==> src/hw/adc_seq_pkg.sv <==
`default_nettype none
package adc_seq_pkg;
    // Conversion and acquisition timing at a 40 MHz core clock
    localparam int CLK_PERIOD_PS    = 25000;
    localparam int CONV_TIME_PS     = 2400000;
    localparam int CONV_CYCLES      = (CONV_TIME_PS + CLK_PERIOD_PS - 1) / CLK_PERIOD_PS;
    localparam int ACQ_TIME_PS      = 350000;
    localparam int ACQ_CYCLES       = (ACQ_TIME_PS + CLK_PERIOD_PS - 1) / CLK_PERIOD_PS;
    localparam int QUIET_TIME_PS    = 100000;
    localparam int QUIET_CYCLES     = (QUIET_TIME_PS + CLK_PERIOD_PS - 1) / CLK_PERIOD_PS;
    // Bit periods per conversion when the external clock is used
    localparam int EXT_CONV_EDGES   = 16;
    localparam int START_LOW_CYCLES = 2;
    localparam int EOC_LOW_CYCLES   = 2;
    // Widths
    localparam int NCHAN            = 4;
    localparam int DWIDTH           = 14;
    // Register map on the Avalon-MM side (word addresses)
    localparam logic [3:0] A_CTRL   = 4'h0;
    localparam logic [3:0] A_STAT   = 4'h1;
    localparam logic [3:0] A_IRQ    = 4'h2;
    localparam logic [3:0] A_MASK   = 4'h3;
    localparam logic [3:0] A_CHSEL  = 4'h4;
    localparam logic [3:0] A_RES0   = 4'h8;
    // Control bits
    localparam int CTRL_START       = 0;
    localparam int CTRL_LOADSEL     = 1;
    // Interrupt bits and register reset values
    localparam int IRQ_EOC          = 0;
    localparam int IRQ_DONE         = 1;
    localparam logic [1:0] IRQ_RST  = 2'h0;
    localparam logic [3:0] CHSEL_RST = 4'hf;
endpackage
`default_nettype wire

==> src/hw/adc_bus_if.sv <==
`default_nettype none
// Parallel link between converter and its controller
interface adc_bus_if;
    logic        conv_start_n;       // Start strobe, rising edge samples
    logic [3:0]  chan_pick_pins;     // Hardware channel pick
    logic        sw_select;          // High: channel register wins
    logic        clock_source_select;// High: external clock times conversion
    logic        ext_clock_in;       // External conversion clock
    logic        cs_n;               // Chip select
    logic        rd_n;               // Read strobe
    logic        wr_n;               // Write strobe
    logic [13:0] host_dout;          // Host drive of data lines
    logic        host_doe;           // Host drives data lines
    logic [13:0] dev_dout;           // Device drive of data lines
    logic        dev_doe;            // Device drives data lines
    logic        busy;               // Sequence in progress
    logic        eoc_n;              // End of each conversion
    modport device (input conv_start_n, chan_pick_pins, sw_select, clock_source_select, ext_clock_in,
                    cs_n, rd_n, wr_n, host_dout, host_doe,
                    output dev_dout, dev_doe, busy, eoc_n);
    modport host (output conv_start_n, chan_pick_pins, sw_select, clock_source_select, ext_clock_in,
                  cs_n, rd_n, wr_n, host_dout, host_doe,
                  input dev_dout, dev_doe, busy, eoc_n);
endinterface
`default_nettype wire

==> src/hw/adc_host_ctrl.sv <==
`default_nettype none
module adc_host_ctrl
    import adc_seq_pkg::*;
(
    input  wire logic          core_clk,
    input  wire logic          rstn,
    adc_bus_if.host            bus,
    input  wire logic [3:0]    avs_address,
    input  wire logic          avs_read,
    input  wire logic          avs_write,
    input  wire logic [31:0]   avs_writedata,
    output logic [31:0]        avs_readdata,
    output logic               avs_waitrequest,
    output logic               irq,
    input  wire logic [3:0]    pick_in,          // Hardware pick to drive on pins
    input  wire logic          sw_mode,          // Use channel register
    input  wire logic          ext_clk_mode      // Use external clock
);
    typedef enum logic [2:0] {H_IDLE, H_START, H_ACQ, H_WAIT, H_RD, H_WR, H_GAP} hstate_t;

    logic [1:0] busy_s_ff, eoc_s_ff;             // Synchronised device outputs
    logic       eoc_d_ff, busy_d_ff;
    logic [3:0] chsel_ff;                        // Software channel select
    logic [1:0] irq_ff, mask_ff;
    logic [13:0] res_ff [4];
    logic [3:0] rdsel_ff;                        // Channels left to read
    logic [1:0] rdch_ff;
    logic [4:0] cnt_ff;
    logic       start_req_ff, load_req_ff;
    logic       cs_n_ff, rd_n_ff, wr_n_ff, cv_n_ff, doe_ff, ext_ff, irq_o_ff;
    logic       wait_ff;
    logic [31:0] rdata_ff;
    hstate_t    st_ff;

    wire eoc_fall  = eoc_d_ff & ~eoc_s_ff[1];
    wire busy_fall = busy_d_ff & ~busy_s_ff[1];
    wire sel_w     = avs_write & wait_ff;
    wire wr_ctrl   = sel_w && avs_address == A_CTRL;
    wire [3:0] used = sw_mode ? chsel_ff : pick_in;
    wire [1:0] nxt_ch = rdsel_ff[0] ? 2'd0 : rdsel_ff[1] ? 2'd1 : rdsel_ff[2] ? 2'd2 : 2'd3;
    wire [31:0] rsel = (avs_address == A_STAT)  ? {30'h0, busy_s_ff[1], st_ff != H_IDLE} :
                       (avs_address == A_IRQ)   ? {30'h0, irq_ff} :
                       (avs_address == A_MASK)  ? {30'h0, mask_ff} :
                       (avs_address == A_CHSEL) ? {28'h0, chsel_ff} :
                       (avs_address[3])         ? {18'h0, res_ff[avs_address[1:0]]} : 32'h0;

    // Synchronise device outputs, free-running clock source for device
    always_ff @(posedge core_clk or negedge rstn) begin
        if (!rstn) begin
            busy_s_ff <= 2'h0; eoc_s_ff <= 2'h3; eoc_d_ff <= 1'b1; busy_d_ff <= 1'b0; ext_ff <= 1'b0;
        end else begin
            busy_s_ff <= {busy_s_ff[0], bus.busy};
            eoc_s_ff  <= {eoc_s_ff[0], bus.eoc_n};
            eoc_d_ff  <= eoc_s_ff[1];
            busy_d_ff <= busy_s_ff[1];
            ext_ff    <= ~ext_ff;
        end
    end

    // Avalon slave: one wait cycle, answer on second edge
    always_ff @(posedge core_clk or negedge rstn) begin
        if (!rstn) begin
            wait_ff <= 1'b0; rdata_ff <= 32'h0; chsel_ff <= CHSEL_RST; mask_ff <= 2'h0; irq_ff <= IRQ_RST;
            start_req_ff <= 1'b0; load_req_ff <= 1'b0; irq_o_ff <= 1'b0;
        end else begin
            wait_ff  <= (avs_read | avs_write) & ~wait_ff;
            rdata_ff <= rsel;
            if (sel_w && avs_address == A_CHSEL) chsel_ff <= avs_writedata[3:0];
            if (sel_w && avs_address == A_MASK)  mask_ff  <= avs_writedata[1:0];
            // Hardware set wins over write-one clear
            irq_ff <= (irq_ff & ~((sel_w && avs_address == A_IRQ) ? avs_writedata[1:0] : 2'h0))
                      | {busy_fall, eoc_fall};
            irq_o_ff <= |(irq_ff & mask_ff);
            if (wr_ctrl && avs_writedata[CTRL_START]) start_req_ff <= 1'b1;
            else if (st_ff == H_START) start_req_ff <= 1'b0;
            if (wr_ctrl && avs_writedata[CTRL_LOADSEL]) load_req_ff <= 1'b1;
            else if (st_ff == H_WR) load_req_ff <= 1'b0;
        end
    end
    assign avs_waitrequest = ~wait_ff;
    assign avs_readdata    = rdata_ff;
    assign irq             = irq_o_ff;

    // Link sequencer: load, start, wait for busy, read results
    always_ff @(posedge core_clk or negedge rstn) begin
        if (!rstn) begin
            st_ff <= H_IDLE; cnt_ff <= 5'h0; cs_n_ff <= 1'b1; rd_n_ff <= 1'b1; wr_n_ff <= 1'b1;
            cv_n_ff <= 1'b1; doe_ff <= 1'b0; rdsel_ff <= 4'h0; rdch_ff <= 2'd0;
            for (int i = 0; i < NCHAN; i++) res_ff[i] <= 14'h0;
        end else begin
            unique case (st_ff)
                H_IDLE: begin
                    cnt_ff <= 5'h0;
                    if (load_req_ff) begin
                        cs_n_ff <= 1'b0; wr_n_ff <= 1'b0; doe_ff <= 1'b1; st_ff <= H_WR;
                    end else if (start_req_ff && used != 4'h0) begin
                        cv_n_ff <= 1'b0; st_ff <= H_START;
                    end
                end
                H_WR: begin
                    cnt_ff <= cnt_ff + 5'h1;
                    if (cnt_ff == 5'h3) begin
                        wr_n_ff <= 1'b1; cs_n_ff <= 1'b1; st_ff <= H_GAP;
                    end
                end
                H_GAP: begin
                    doe_ff <= 1'b0; st_ff <= H_IDLE;
                end
                H_START: begin
                    cnt_ff <= cnt_ff + 5'h1;
                    if (cnt_ff == 5'(START_LOW_CYCLES - 1)) begin
                        cv_n_ff <= 1'b1; rdsel_ff <= used; cnt_ff <= 5'h0; st_ff <= H_WAIT;
                    end
                end
                H_WAIT: if (busy_fall) begin
                    rdch_ff <= nxt_ch; cnt_ff <= 5'h0; st_ff <= H_RD;
                    cs_n_ff <= 1'b0; rd_n_ff <= 1'b0;
                end
                H_RD: begin
                    cnt_ff <= cnt_ff + 5'h1;
                    if (cnt_ff == 5'h5) begin
                        res_ff[rdch_ff] <= bus.dev_dout;
                        rdsel_ff[rdch_ff] <= 1'b0;
                        cs_n_ff <= 1'b1; rd_n_ff <= 1'b1; st_ff <= H_ACQ; cnt_ff <= 5'h0;
                    end
                end
                H_ACQ: begin
                    cnt_ff <= cnt_ff + 5'h1;
                    if (rdsel_ff != 4'h0 && cnt_ff == 5'h3) begin
                        rdch_ff <= nxt_ch; cnt_ff <= 5'h0; cs_n_ff <= 1'b0; rd_n_ff <= 1'b0; st_ff <= H_RD;
                    end else if (rdsel_ff == 4'h0 && cnt_ff == 5'(ACQ_CYCLES + QUIET_CYCLES)) begin
                        st_ff <= H_IDLE;
                    end
                end
                default: st_ff <= H_IDLE;
            endcase
        end
    end
    assign bus.conv_start_n        = cv_n_ff;
    assign bus.chan_pick_pins      = pick_in;
    assign bus.sw_select           = sw_mode;
    assign bus.clock_source_select = ext_clk_mode;
    assign bus.ext_clock_in        = ext_ff;
    assign bus.cs_n                = cs_n_ff;
    assign bus.rd_n                = rd_n_ff;
    assign bus.wr_n                = wr_n_ff;
    assign bus.host_doe            = doe_ff;
    assign bus.host_dout           = {10'h0, chsel_ff};
endmodule
`default_nettype wire

==> src/flat_wrapper.sv <==
// flat-port wrapper written by rule: the top's interface ports become plain ports
module adc_host_ctrl_flat import adc_seq_pkg::*;
  (core_clk, rstn, avs_address, avs_read, avs_write, avs_writedata, avs_readdata, avs_waitrequest, irq, pick_in, sw_mode, ext_clk_mode, bus_conv_start_n, bus_chan_pick_pins, bus_sw_select, bus_clock_source_select, bus_ext_clock_in, bus_cs_n, bus_rd_n, bus_wr_n, bus_host_dout, bus_host_doe, bus_dev_dout, bus_dev_doe, bus_busy, bus_eoc_n);
  adc_bus_if bus_i ();
  input  wire logic core_clk;
  input  wire logic rstn;
  input  wire logic [3:0] avs_address;
  input  wire logic avs_read;
  input  wire logic avs_write;
  input  wire logic [31:0] avs_writedata;
  output logic [31:0] avs_readdata;
  output logic avs_waitrequest;
  output logic irq;
  input  wire logic [3:0] pick_in;
  input  wire logic sw_mode;
  input  wire logic ext_clk_mode;
  output wire logic [$bits(bus_i.conv_start_n)-1:0] bus_conv_start_n;
  output wire logic [$bits(bus_i.chan_pick_pins)-1:0] bus_chan_pick_pins;
  output wire logic [$bits(bus_i.sw_select)-1:0] bus_sw_select;
  output wire logic [$bits(bus_i.clock_source_select)-1:0] bus_clock_source_select;
  output wire logic [$bits(bus_i.ext_clock_in)-1:0] bus_ext_clock_in;
  output wire logic [$bits(bus_i.cs_n)-1:0] bus_cs_n;
  output wire logic [$bits(bus_i.rd_n)-1:0] bus_rd_n;
  output wire logic [$bits(bus_i.wr_n)-1:0] bus_wr_n;
  output wire logic [$bits(bus_i.host_dout)-1:0] bus_host_dout;
  output wire logic [$bits(bus_i.host_doe)-1:0] bus_host_doe;
  input wire logic [$bits(bus_i.dev_dout)-1:0] bus_dev_dout;
  input wire logic [$bits(bus_i.dev_doe)-1:0] bus_dev_doe;
  input wire logic [$bits(bus_i.busy)-1:0] bus_busy;
  input wire logic [$bits(bus_i.eoc_n)-1:0] bus_eoc_n;
  assign bus_conv_start_n = bus_i.conv_start_n;
  assign bus_chan_pick_pins = bus_i.chan_pick_pins;
  assign bus_sw_select = bus_i.sw_select;
  assign bus_clock_source_select = bus_i.clock_source_select;
  assign bus_ext_clock_in = bus_i.ext_clock_in;
  assign bus_cs_n = bus_i.cs_n;
  assign bus_rd_n = bus_i.rd_n;
  assign bus_wr_n = bus_i.wr_n;
  assign bus_host_dout = bus_i.host_dout;
  assign bus_host_doe = bus_i.host_doe;
  assign bus_i.dev_dout = bus_dev_dout;
  assign bus_i.dev_doe = bus_dev_doe;
  assign bus_i.busy = bus_busy;
  assign bus_i.eoc_n = bus_eoc_n;
  adc_host_ctrl u_core (.core_clk(core_clk), .rstn(rstn), .bus(bus_i), .avs_address(avs_address), .avs_read(avs_read), .avs_write(avs_write), .avs_writedata(avs_writedata), .avs_readdata(avs_readdata), .avs_waitrequest(avs_waitrequest), .irq(irq), .pick_in(pick_in), .sw_mode(sw_mode), .ext_clk_mode(ext_clk_mode));
endmodule
==> config.mk <==
export PLATFORM = sky130hd
export DESIGN_NAME = adc_host_ctrl_flat
export DESIGN_NICKNAME = d
export VERILOG_FILES = /design/src/hw/adc_seq_pkg.sv /design/src/hw/adc_bus_if.sv /design/src/hw/adc_host_ctrl.sv /design/src/flat_wrapper.sv
export SDC_FILE = /design/constraint.sdc
export NUM_CORES = 1
export LEC_CHECK = 0
export BUFFER_PORTS_ARGS = -buffer_cell sky130_fd_sc_hd__buf_4
export CAP_MARGIN = 10
export CORE_MARGIN = 1
export CORE_UTILIZATION = 41
export CTS_CLUSTER_SIZE = 20
export DETAILED_ROUTE_END_ITERATION = 10
export PLACE_DENSITY = 0.75
export RECOVER_POWER = 50
export SKIP_CTS_REPAIR_TIMING = 1
export SLEW_MARGIN = 5
export SYNTH_ARGS = -nofsm -noshare
export SYNTH_HDL_FRONTEND = slang
export SYNTH_SLANG_ARGS = --single-unit
==> constraint.sdc <==
create_clock -name core_clk -period 1.8 [get_ports core_clk]
set_input_delay 0.45 -clock core_clk [delete_from_list [all_inputs] [get_ports core_clk]]
set_output_delay 0.45 -clock core_clk [all_outputs]
set_load 0.02 [all_outputs]
## Word level (Yosys, flattened, before mapping)

Cells that the tools add are included.

| cells by class | value |
|---|---|
| add/sub/neg operators | 1 |
| multiply operators | 0 |
| divide/modulo/power cells | 0 |
| magnitude comparators | 5 |
| equal/unequal tests | 24 |
| shift operators | 0 |
| muxes and demuxes | 56 |
| bitwise operators | 17 |
| reductions and logical operators | 38 |

Operator list:

| cell | count |
|---|---|
| 32-bit two-way mux | 4 |
| 56-bit bitwise mux | 1 |
| 14-bit two-way mux | 4 |
| 5-bit case mux with 6 select lines | 1 |
| 14-bit binary-select mux with 2-bit select | 1 |
| 14-bit demux with 2-bit select | 1 |
| 3-bit two-way mux | 8 |
| 5-bit two-way mux | 4 |
| 3-bit case mux with 6 select lines | 1 |
| 1-bit two-way mux | 15 |
| 2-bit nonzero test | 7 |
| 4-bit two-way mux | 3 |
| 6-bit AND reduction | 2 |
| 1-bit logical AND | 11 |
| 2-bit two-way mux | 5 |
| 2-bit by 1-bit != test with 1-bit output, second input constant | 5 |
| 3-bit equality test, second input constant | 3 |
| 3-bit AND reduction | 3 |
| 4-bit by 2-bit equality test with 1-bit output, second input constant | 2 |
| 4-bit logical NOT | 2 |
| 4-bit case mux with 2 select lines | 1 |
| 4-bit AND reduction | 2 |
| 4-bit nonzero test | 2 |
| 3-bit by 2-bit equality test with 1-bit output, second input constant | 2 |
| other kinds (34) | 51 |

| storage, ports and cells | value |
|---|---|
| bits in registers | 126 |
| latch bits | 0 |
| memory bits (writable) | 0 |
| memory bits (read-only) | 0 |
| input bits | 63 |
| output and inout port bits | 60 |
| word-level logic and storage cells | 167 |
| memories kept | 0 |

## Longest topological paths before layout

Gate-level depths: netlist of run 1.

| depth | value |
|---|---|
| word-level depth | 9 |
| gate-level depth with buffers | 8 |
| gate-level depth less buffers | 7 |

## Worst setup path after synthesis of run 1

No wires, ideal clock.

| timing | value |
|---|---|
| path kind | flip-flop to flip-flop |
| start point | register u_core.cnt_ff[1] |
| end point | register u_core.st_ff[0] |
| setup time | 0.128 ns |
| arrival | 1.865 ns |
| data required time | 1.672 ns |
| path slack | -0.192 ns |
| cell stages (with the launch flop) | 8 |
| path buffers | 0 |
| clock period less this slack | 1.992 ns |
| cell sequence | dfrtp_1 inv_1 ha_1 or4b_4 nand3_1 o211ai_2 nor3_2 mux2_1 |

| between the ends | value |
|---|---|
| longest elaborated chain between the ends | 4 |
| elaborated cells on any way between the ends | 13 |
| classes of those cells | eq/ne: 8; mux: 2; reduce/logical: 3 |

RTL lines:

| what | line | source |
|---|---|---|
| from (decl) | adc_host_ctrl.sv:28 | `logic [4:0] cnt_ff;` |
| from (signal assigned) | adc_host_ctrl.sv:101 | `cnt_ff <= cnt_ff + 5'h1;` |
| from (signal assigned) | adc_host_ctrl.sv:110 | `cnt_ff <= cnt_ff + 5'h1;` |
| from (signal assigned) | adc_host_ctrl.sv:120 | `cnt_ff <= cnt_ff + 5'h1;` |
| 5-bit equality test or 5-bit by 2-bit equality test with 1-bit output (tied branches) | adc_host_ctrl.sv:131, adc_host_ctrl.sv:102, adc_host_ctrl.sv:129 |  |
| 1-bit logical AND (on tied branches) | adc_host_ctrl.sv:131, adc_host_ctrl.sv:129 |  |
| 3-bit by 1-bit != test with 1-bit output (no source line) or 3-bit two-way mux (tied branches) | -- |  |
| 6-bit AND reduction (no source line) or 3-bit case mux with 6 select lines (tied branches) | -- |  |
| to (signal assigned) | adc_host_ctrl.sv:130 | `rdch_ff <= nxt_ch; cnt_ff <= 5'h0; cs_n_ff <= 1'b0; rd_n_ff <= 1'b0; st_ff <= H_RD;` |
| to (signal assigned) | adc_host_ctrl.sv:132 | `st_ff <= H_IDLE;` |
| to (signal assigned) | adc_host_ctrl.sv:135 | `default: st_ff <= H_IDLE;` |
| to (decl) | adc_host_ctrl.sv:33 | `hstate_t st_ff;` |

Several ways; a longest one is shown, not always the timed one.
A chain may end at the register's enable or synchronous reset.

## Final worst setup path of run 1

| timing | value |
|---|---|
| start point | register u_core.cnt_ff[0] |
| end point | register u_core.st_ff[0] |

Same word-level chain as after synthesis.

==> metrics, run 1 <==
register area share after synthesis=52.60%; hold-critical path endpoint=u_core.eoc_s_ff[0]; Site Rows=40; antenna violations before repair=0; max cap viols=0; Top-Level Pins=123; die area=0.01305 sq mm; Die W=114.2 um; vias per inst=5.142; Fillers=928; total core area=0.01216 sq mm; critical path startpoint category=flop; Post-Route Setup TNS=-3800 ps; CTS Root Cell=clkbuf_16; YS warnings=0; placed inst area=0.006125 sq mm; hold_ws=204.2 ps; Max Slew Vio Count=0; # DRC=0; 1st-iter DRT viols=183; Num Clock Sinks=108; Place WS=-161.0 ps; Final min period=1987 ps; antenna-violating nets left=0; routability cong.=0.8302; Non-Filler Instances=691; Crit Path Category=reg -> reg; largest net degree at the start of global routing=42; Mapped Avg Cell Area=12.78 sq um; antenna cells=0; compound-cell area share of the yosys netlist=7.463%; Max clock buf depth=2; commonest cells after routing, fill and taps aside=buf_4 (106), dfrtp_1 (97), mux2_4 (46); worst path arrival time=2220 ps; Inst Count DP=660; final period utilization=110.4%; largest family of logic cells by synthesized area=multiplexers; reg2reg end=u_core.st_ff[0]; Routed WL=12.50 mm; Worst-Skew Late Latency=350 ps; overall routing resource usage=18.33%; Worst Reg2Reg Path Length in Cells=6; Worst-Margin Slew=550.4 ps; Worst R2R Setup Slack=-190 ps; Num CTS Buffers=9; VDD IR max=0.5384 mV; multiplexer area fraction after synthesis=21.78%; number of synthesized flops with an enable pin=0; via count=3553; Area Growth Syn to Fin=32.69%; worst r2r src=u_core.cnt_ff[0]; number of global-route vias before repair=3582; IO Port Bufs=63; Die Height=114.2 um; Final Core Density=56.34%; H-tree depth=3; largest cells by area after synthesis=dfrtp_1 (47%), mux2_1 (8.9%), mux4_2 (6.1%); worst hold path cell count=1; crit-path max FO=4; Critical Path RT=2040 ps; Final Cell Area=0.006852 sq mm; clock-pin slew on the worst setup and hold paths=70 ps; TritonCTS clock tree=yes; Yosys top cell area share=47.01%; endpoints failing setup=69; commonest non-fill, non-tap cell in the layout=buf_4; layout cells sized above 1=50.10%; critical path endpoint category=flop; Synth Register Bits=108; outcome=complete, but fails checks; initial core utilization=42.46%; Post-Syn Area=0.005164 sq mm; Leakage Power=3.223 nW; Synth Area in Adders=0.7269%; Relative slew margins=63.30%; Min-Delay Path Class=in -> reg; first-pass GRT wire length=18.33 mm; cell count after synthesis=404; First-pass DRT Iterations=4; total power=5.331 mW; failing checks=negative setup slack; top_reg_cell synth=dfrtp_1; nets@finish=584; Final Hold Fails=0; Post-Synth XOR/XNOR Area=0%; Netlist cell types=57; worst setup margin=-186.9 ps; Achievable Freq=0.5033 GHz; gr ovfl total=0; area leader, netlist=dfrtp_1; hold path start=bus_eoc_n; pwr dens=778.1 mW/mm^2; simple-gate share of the synthesized area=10.03%; Post-synth ARST share=100.0%; DP Wirelength=7.941 mm; Layout Skew=9.575 ps; RSZ-0062 raised after global routing=yes; wire per inst=18.10 um
-- flip-flops by register name (all words and copies together), names as in the netlist, 2 cells and up --
signal	flops
u_core.rdch_ff	2
u_core.st_ff	3
u_core.eoc_s_ff	2
u_core.mask_ff	2
u_core.res_ff	56
u_core.cnt_ff	5
u_core.irq_ff	2
u_core.chsel_ff	4
u_core.busy_s_ff	2
u_core.avs_readdata	14
u_core.rdsel_ff	4
-- worst max-delay path: stages (launching register included) --
cell	delay, ps
dfrtp_1	440
ha_4	160
or4b_4	500
nand3_2	90
o211ai_2	100
nor3_2	260
mux2_4	330
-- worst max path at each step --
stage | start | end | slack [ps] | cells past startpoint
4_1_cts | u_core.cnt_ff[1] | u_core.st_ff[0] | -170 | 7
5_1_grt | u_core.cnt_ff[1] | u_core.st_ff[0] | -240 | 7
6_report | u_core.cnt_ff[0] | u_core.st_ff[0] | -190 | 6
3_5_place_dp | u_core.cnt_ff[1] | u_core.st_ff[0] | -160 | 7
3_3_place_gp | pick_in[2] | u_core.st_ff[0] | -110 | 6
2_1_floorplan | u_core.cnt_ff[1] | u_core.st_ff[0] | -110 | 7
-- kinds of logic (layout without fill, tap and decap cells) --
group	Yosys count	count (layout)
other	1	28
DFF	108	108
AOI/OAI and AO/OA	56	56
adders and majority gates	3	3
muxes	86	86
buffers and inverters	61	153
and+or+nand+nor	89	89
-- cell type report --
cell class	count	area, sq um	share of cell area, %
clock buffers	13	250.2	3.652
multi-input cells	262	2510	36.63
inverters	11	41.29	0.6026
clock inverters	3	26.28	0.3835
well taps	168	210.2	3.068
repair buffers	126	1097	16.02
flip-flops and latches	108	2716	39.65
-- per-layer routing --
metal	up-vias	global-route usage [%]	part of all wire, %
li1	1618	-	-
met1	1804	24.81	44
met2	116	29.98	50
met3	15	2.647	3.9
met4	0	7.013	1.8
met5	-	0	0
-- cells in the mapped netlist (all sizes together) (5+ instances only) --
cell type and count:
nor2 19, dfrtp 97, nand3 5, o21ai 18, buf 45, nor4 5, dfstp 11, inv 11
a41oi 5, and2 10, mux2i 7, a21oi 10, nand2 22, clkbuf 5, nand2b 8, mux4 14
a31oi 5, mux2 65
-- power breakdown --
part	internal [mW]	total (mW)	leakage, nW	switching (mW)
combinational	0.368	0.762	1.82	0.394
clock	0.996	1.90	0.135	0.902
sequential	2.59	2.67	1.26	0.0838
Power figures use the tool's default switching activity.
==> run 2: changes to the inputs <==
Settings changed: TNS_END_PERCENT set to 10.
==> run 2 against run 1 <==
Compared with the run above:
- the run ends with max-capacitance violations, max-slew violations, negative setup slack left
- combinational power is 7.2% lower
- hold slack barely moved
- sequential power is essentially flat
==> metrics, run 2 (synthesized netlist as in run 1, its figures left out) <==
reg2reg end=u_core.st_ff[0]; overall routing resource usage=18.32%; family with the most delay on the worst path=simple AND/OR/NAND/NOR gates; Final Core Density=52.73%; Crit Path Category=reg -> reg; largest net degree at the start of global routing=33; worst setup margin=-132.1 ps; number of global-route vias before repair=3575; clock-pin slew on the worst setup and hold paths=70 ps; Relative slew margins=-0.6188%; Layout Skew=6.799 ps; Final min period=1932 ps; via count=3430; Leakage Power=2.914 nW; antenna violations before repair=0; Site Rows=40; CP max stage delay=480 ps; IO Port Bufs=63; CP startpoint=u_core.cnt_ff[1]; TritonCTS clock tree=yes; endpoints failing setup=28; layout cells sized above 1=38.39%; Die Height=114.2 um; Routed WL=10.96 mm; Critical Path RT=2040 ps; CP max stage cell=or4b_4; Die W=114.2 um; antenna cells=0; max reg flops=56; Top-Level Pins=123; commonest cells after routing, fill and taps aside=buf_4 (103), dfrtp_1 (96), mux2_1 (41); Worst-Skew Late Latency=360 ps; max cap viols=1; crit path cell chain=inv_2 -> ha_4 -> or4b_4 -> nand3_2 -> o211ai_2 -> nor3_2 -> mux2_1; failing checks=max-capacitance violations, max-slew violations, negative setup slack; hold_ws=203.8 ps; crit-path max FO=4; Bufs and invs on worst path=1; Final Hold Fails=0; wire per inst=16.21 um; Final Cell Area=0.006412 sq mm; initial core utilization=42.46%; pwr dens=859.7 mW/mm^2; Area Growth Syn to Fin=24.18%; Max Slew Vio Count=29; commonest non-fill, non-tap cell in the layout=buf_4; Inst Count DP=658; Place WS=-174.6 ps; gr ovfl total=0; first-pass GRT wire length=18.10 mm; Num CTS Buffers=9; routability cong.=0.8268; placed inst area=0.006052 sq mm; Worst R2R Setup Slack=-130 ps; Non-Filler Instances=676; Worst-Margin Slew=1509 ps; # DRC=0; worst hold path cell count=1; WP depth=7; RSZ-0062 raised after global routing=yes; Min-Delay Path Class=in -> reg; VDD IR max=0.5047 mV; hold path start=bus_eoc_n; antenna-violating nets left=0; Max clock buf depth=2; H-tree depth=3; CTS Root Cell=clkbuf_16; outcome=complete, but fails checks; Most flops, register=u_core.res_ff; critical path startpoint category=flop; total core area=0.01216 sq mm; DP Wirelength=7.898 mm; Worst Reg2Reg Path Length in Cells=7; worst path arrival time=2170 ps; nets@finish=570; final period utilization=107.3%; CP endpoint=u_core.st_ff[0]; die area=0.01305 sq mm; Num Clock Sinks=108; critical path endpoint category=flop; vias per inst=5.074; Achievable Freq=0.5176 GHz; 1st-iter DRT viols=159; First-pass DRT Iterations=4; worst r2r src=u_core.cnt_ff[1]
run 2: cell types whose count changed in the layout (fill, tap and decap cells not counted), moves of 3 or more:
cell	previous run	this run
mux2_4	46	2
mux2_1	1	41
a21oi_1	6	9
mux2_2	18	22
clkbuf_16	13	9
a21oi_2	4	1
buf_6	4	0
nor2_4	3	0
o21ai_1	10	3
o21ai_0	8	15
nand2_1	17	21
buf_4	106	103
run 2: metrics by stage:
step / TNS (ps) / power (mW)
6_report: -887.4 / 5.513
5_1_grt: -8928 / 5.750
4_1_cts: -4704 / 5.583
3_5_place_dp: -3487 / 3.433
3_3_place_gp: -2138 / 3.407
2_1_floorplan: -1187 / 3.124
run 2: worst min-delay path by stage:
stage and end:
5_1_grt u_core.eoc_s_ff[0], 6_report u_core.eoc_s_ff[0], 3_3_place_gp u_core.busy_s_ff[1], 3_5_place_dp u_core.busy_s_ff[1]
4_1_cts u_core.res_ff[53], 2_1_floorplan u_core.avs_readdata[0]
run 2: area by class of cell:
| type | count | area (sq um) |
|---|---|---|
| Sequential cell | 108 | 2718 |
| Fill cell | 1026 | 5749 |
| Inverter | 11 | 41.29 |
| Multi-Input combinational cell | 262 | 2228 |
| Timing Repair Buffer | 112 | 893.4 |
| Clock buffer | 9 | 225.2 |
| Tap cell | 168 | 210.2 |
| Clock inverter | 6 | 96.34 |
run 2: report_power, final:
group / total [mW] / internal, mW / switching [mW]
combinational: 0.707 / 0.333 / 0.374
sequential: 2.67 / 2.59 / 0.0787
clock: 2.14 / 1.23 / 0.911
run 2: layer usage:
metal / global-route usage [%] / wire length, um / up-vias
li1: - / - / 1585
met1: 22.78 / 4574 / 1727
met2: 31.11 / 5592 / 100
met3: 3.388 / 521 / 18
met4: 8.398 / 269 / 0
met5: 0 / 0 / -
run 2: worst register-to-register path: cells and delay by family (launching register included):
kind | cells | cell delay, ps
flops | 1 | 400
compound gates | 1 | 90
buf+inv | 1 | 90
mux | 1 | 340
simple gates | 3 | 780
fa+ha+maj | 1 | 130
==> run 3: changes to the inputs <==
Settings changed: CORE_UTILIZATION 41 to 31, PLACE_DENSITY 0.75 to 0.62.
Clock period 1.8 ns to 1.6 ns, I/O delays scaled along.
==> run 3 against run 2 <==
Compared with the run above:
- register-to-register slack worse by 190 ps
- the run ends with negative setup slack left
- largest cell class unchanged
- non-clock buffer count up 21
- design area up 3.1%
- sequential share of layout area down 1.3 points
- sequential power up 12%
- flip-flop and latch count unchanged
- first-iteration DRC count up 59%
- count of clock-buffer cells in the layout up 1
- utilization down 12 points
- global-route usage down 3.5 points
- via count up 2.2%
- power up 7.0%
- highest routed layer unchanged
==> metrics, run 3 (synthesized netlist as in run 1, its figures left out) <==
crit path cell chain=inv_2 -> ha_4 -> or4b_4 -> nand3_2 -> o211ai_2 -> nor3_2 -> mux2_4; layout cells sized above 1=42.53%; Worst Reg2Reg Path Length in Cells=7; Relative slew margins=55.87%; failing checks=negative setup slack; worst setup margin=-326.7 ps; switching power=1.523 mW; Inst Count DP=728; Most flops, register=u_core.res_ff; overall routing resource usage=14.81%; initial core utilization=32.16%; Routed WL=11.74 mm; Flop pwr share=50.7%; Die W=131.1 um; hold_ws=157.8 ps; gr ovfl total=0; critical path startpoint category=flop; worst path arrival time=2160 ps; Die Height=131.1 um; Worst-Margin Slew=661.9 ps; via count=3505; Crit Path Category=reg -> reg; commonest non-fill, non-tap cell in the layout=buf_4; First-pass DRT Iterations=4; total core area=0.01606 sq mm; RSZ-0062 raised after global routing=yes; vias per inst=4.705; CTS Root Cell=clkbuf_16; Layout Skew=13.35 ps; Pint=4.377 mW; crit-path max FO=4; die area=0.01718 sq mm; endpoints failing setup=72; CP max stage cell=or4b_4; Final Cell Area=0.006614 sq mm; wire per inst=15.76 um; critical path endpoint category=flop; pwr dens=892.1 mW/mm^2; Min-Delay Path Class=in -> reg; antenna cells=0; Worst-Skew Late Latency=350 ps; switching portion of total power=25.82%; Clock power frac=34.7%; VDD IR max=0.5280 mV; largest net degree at the start of global routing=35; antenna violations before repair=0; Final min period=1927 ps; CP max stage delay=490 ps; final period utilization=120.4%; Gate power share=14.5%; # DRC=0; Num Clock Sinks=108; antenna-violating nets left=0; Max Slew Vio Count=0; Top-Level Pins=123; first-pass GRT wire length=18.85 mm; Final Hold Fails=0; clock-pin slew on the worst setup and hold paths=70 ps; Max clock buf depth=2; max reg flops=56; routability cong.=0.8182; outcome=complete, but fails checks; placed inst area=0.006296 sq mm; Post-Route Setup TNS=-9869 ps; TritonCTS clock tree=yes; Leakage Power=3.012 nW; Place WS=-338.7 ps; IO Port Bufs=63; Critical Path RT=1830 ps; Final Core Density=41.19%; worst hold path cell count=1; Site Rows=46; commonest cells after routing, fill and taps aside=buf_4 (122), dfrtp_1 (95), mux2_1 (35); DP Wirelength=8.686 mm; total power=5.900 mW; number of global-route vias before repair=3626; max cap viols=0; H-tree depth=3; 1st-iter DRT viols=253; Num CTS Buffers=9; Non-Filler Instances=745; nets@finish=591; Area Growth Syn to Fin=28.08%; Achievable Freq=0.5190 GHz
-- run 3: changes by cell type in the layout (fill, tap and decap cells not counted), moves of 3 or more --
cell	delta
o21ai_0	-3
o21ai_1	+3
mux2_1	-6
mux2_4	+6
buf_4	+19
-- run 3: final timing paths --
path	from	to	slack [ps]
worst max-delay path	u_core.cnt_ff[1]	u_core.st_ff[0]	-330
worst min-delay path	bus_eoc_n	u_core.eoc_s_ff[0]	160
worst max register to register	u_core.cnt_ff[1]	u_core.st_ff[0]	-330
worst min register to register	u_core.busy_s_ff[0]	u_core.busy_s_ff[1]	360
max in group asynchronous	rstn	u_core.bus.wr_n	110
min in group asynchronous	rstn	u_core.avs_readdata[8]	620
-- run 3: power by group through the flow --
stage / combinational (mW) / clock (mW) / sequential [mW]
floorplan: 0.403 / 0 / 3.12
global placement: 0.857 / 0 / 3.03
detailed placement: 0.870 / 0 / 3.04
CTS: 0.872 / 2.12 / 2.99
global route: 0.938 / 2.22 / 3.01
finish: 0.858 / 2.05 / 2.99
-- run 3: per-layer routing --
metal	vias up	GRT usage [%]	share of wire, %
li1	1627	-	-
met1	1774	18.60	43
met2	87	25.12	51
met3	17	2.800	3.7
met4	0	6.085	2.1
met5	-	0	0
-- run 3: area by class of cell --
| cell class | count | area (sq um) |
|---|---|---|
| Clock buffer | 10 | 229.0 |
| Inverter | 11 | 41.29 |
| Sequential cell | 108 | 2719 |
| Tap cell | 216 | 270.3 |
| Fill cell | 1504 | 9444 |
| Clock inverter | 5 | 36.28 |
| Multi-Input combinational cell | 262 | 2260 |
| Timing Repair Buffer | 133 | 1059 |
-- run 3: worst max-delay path: cells and delay by family (launching register included) --
kind / cells / cell delay [ps]
flops: 1 / 390
fa+ha+maj: 1 / 130
mux: 1 / 320
simple gates: 3 / 790
buf+inv: 1 / 80
compound gates: 1 / 100
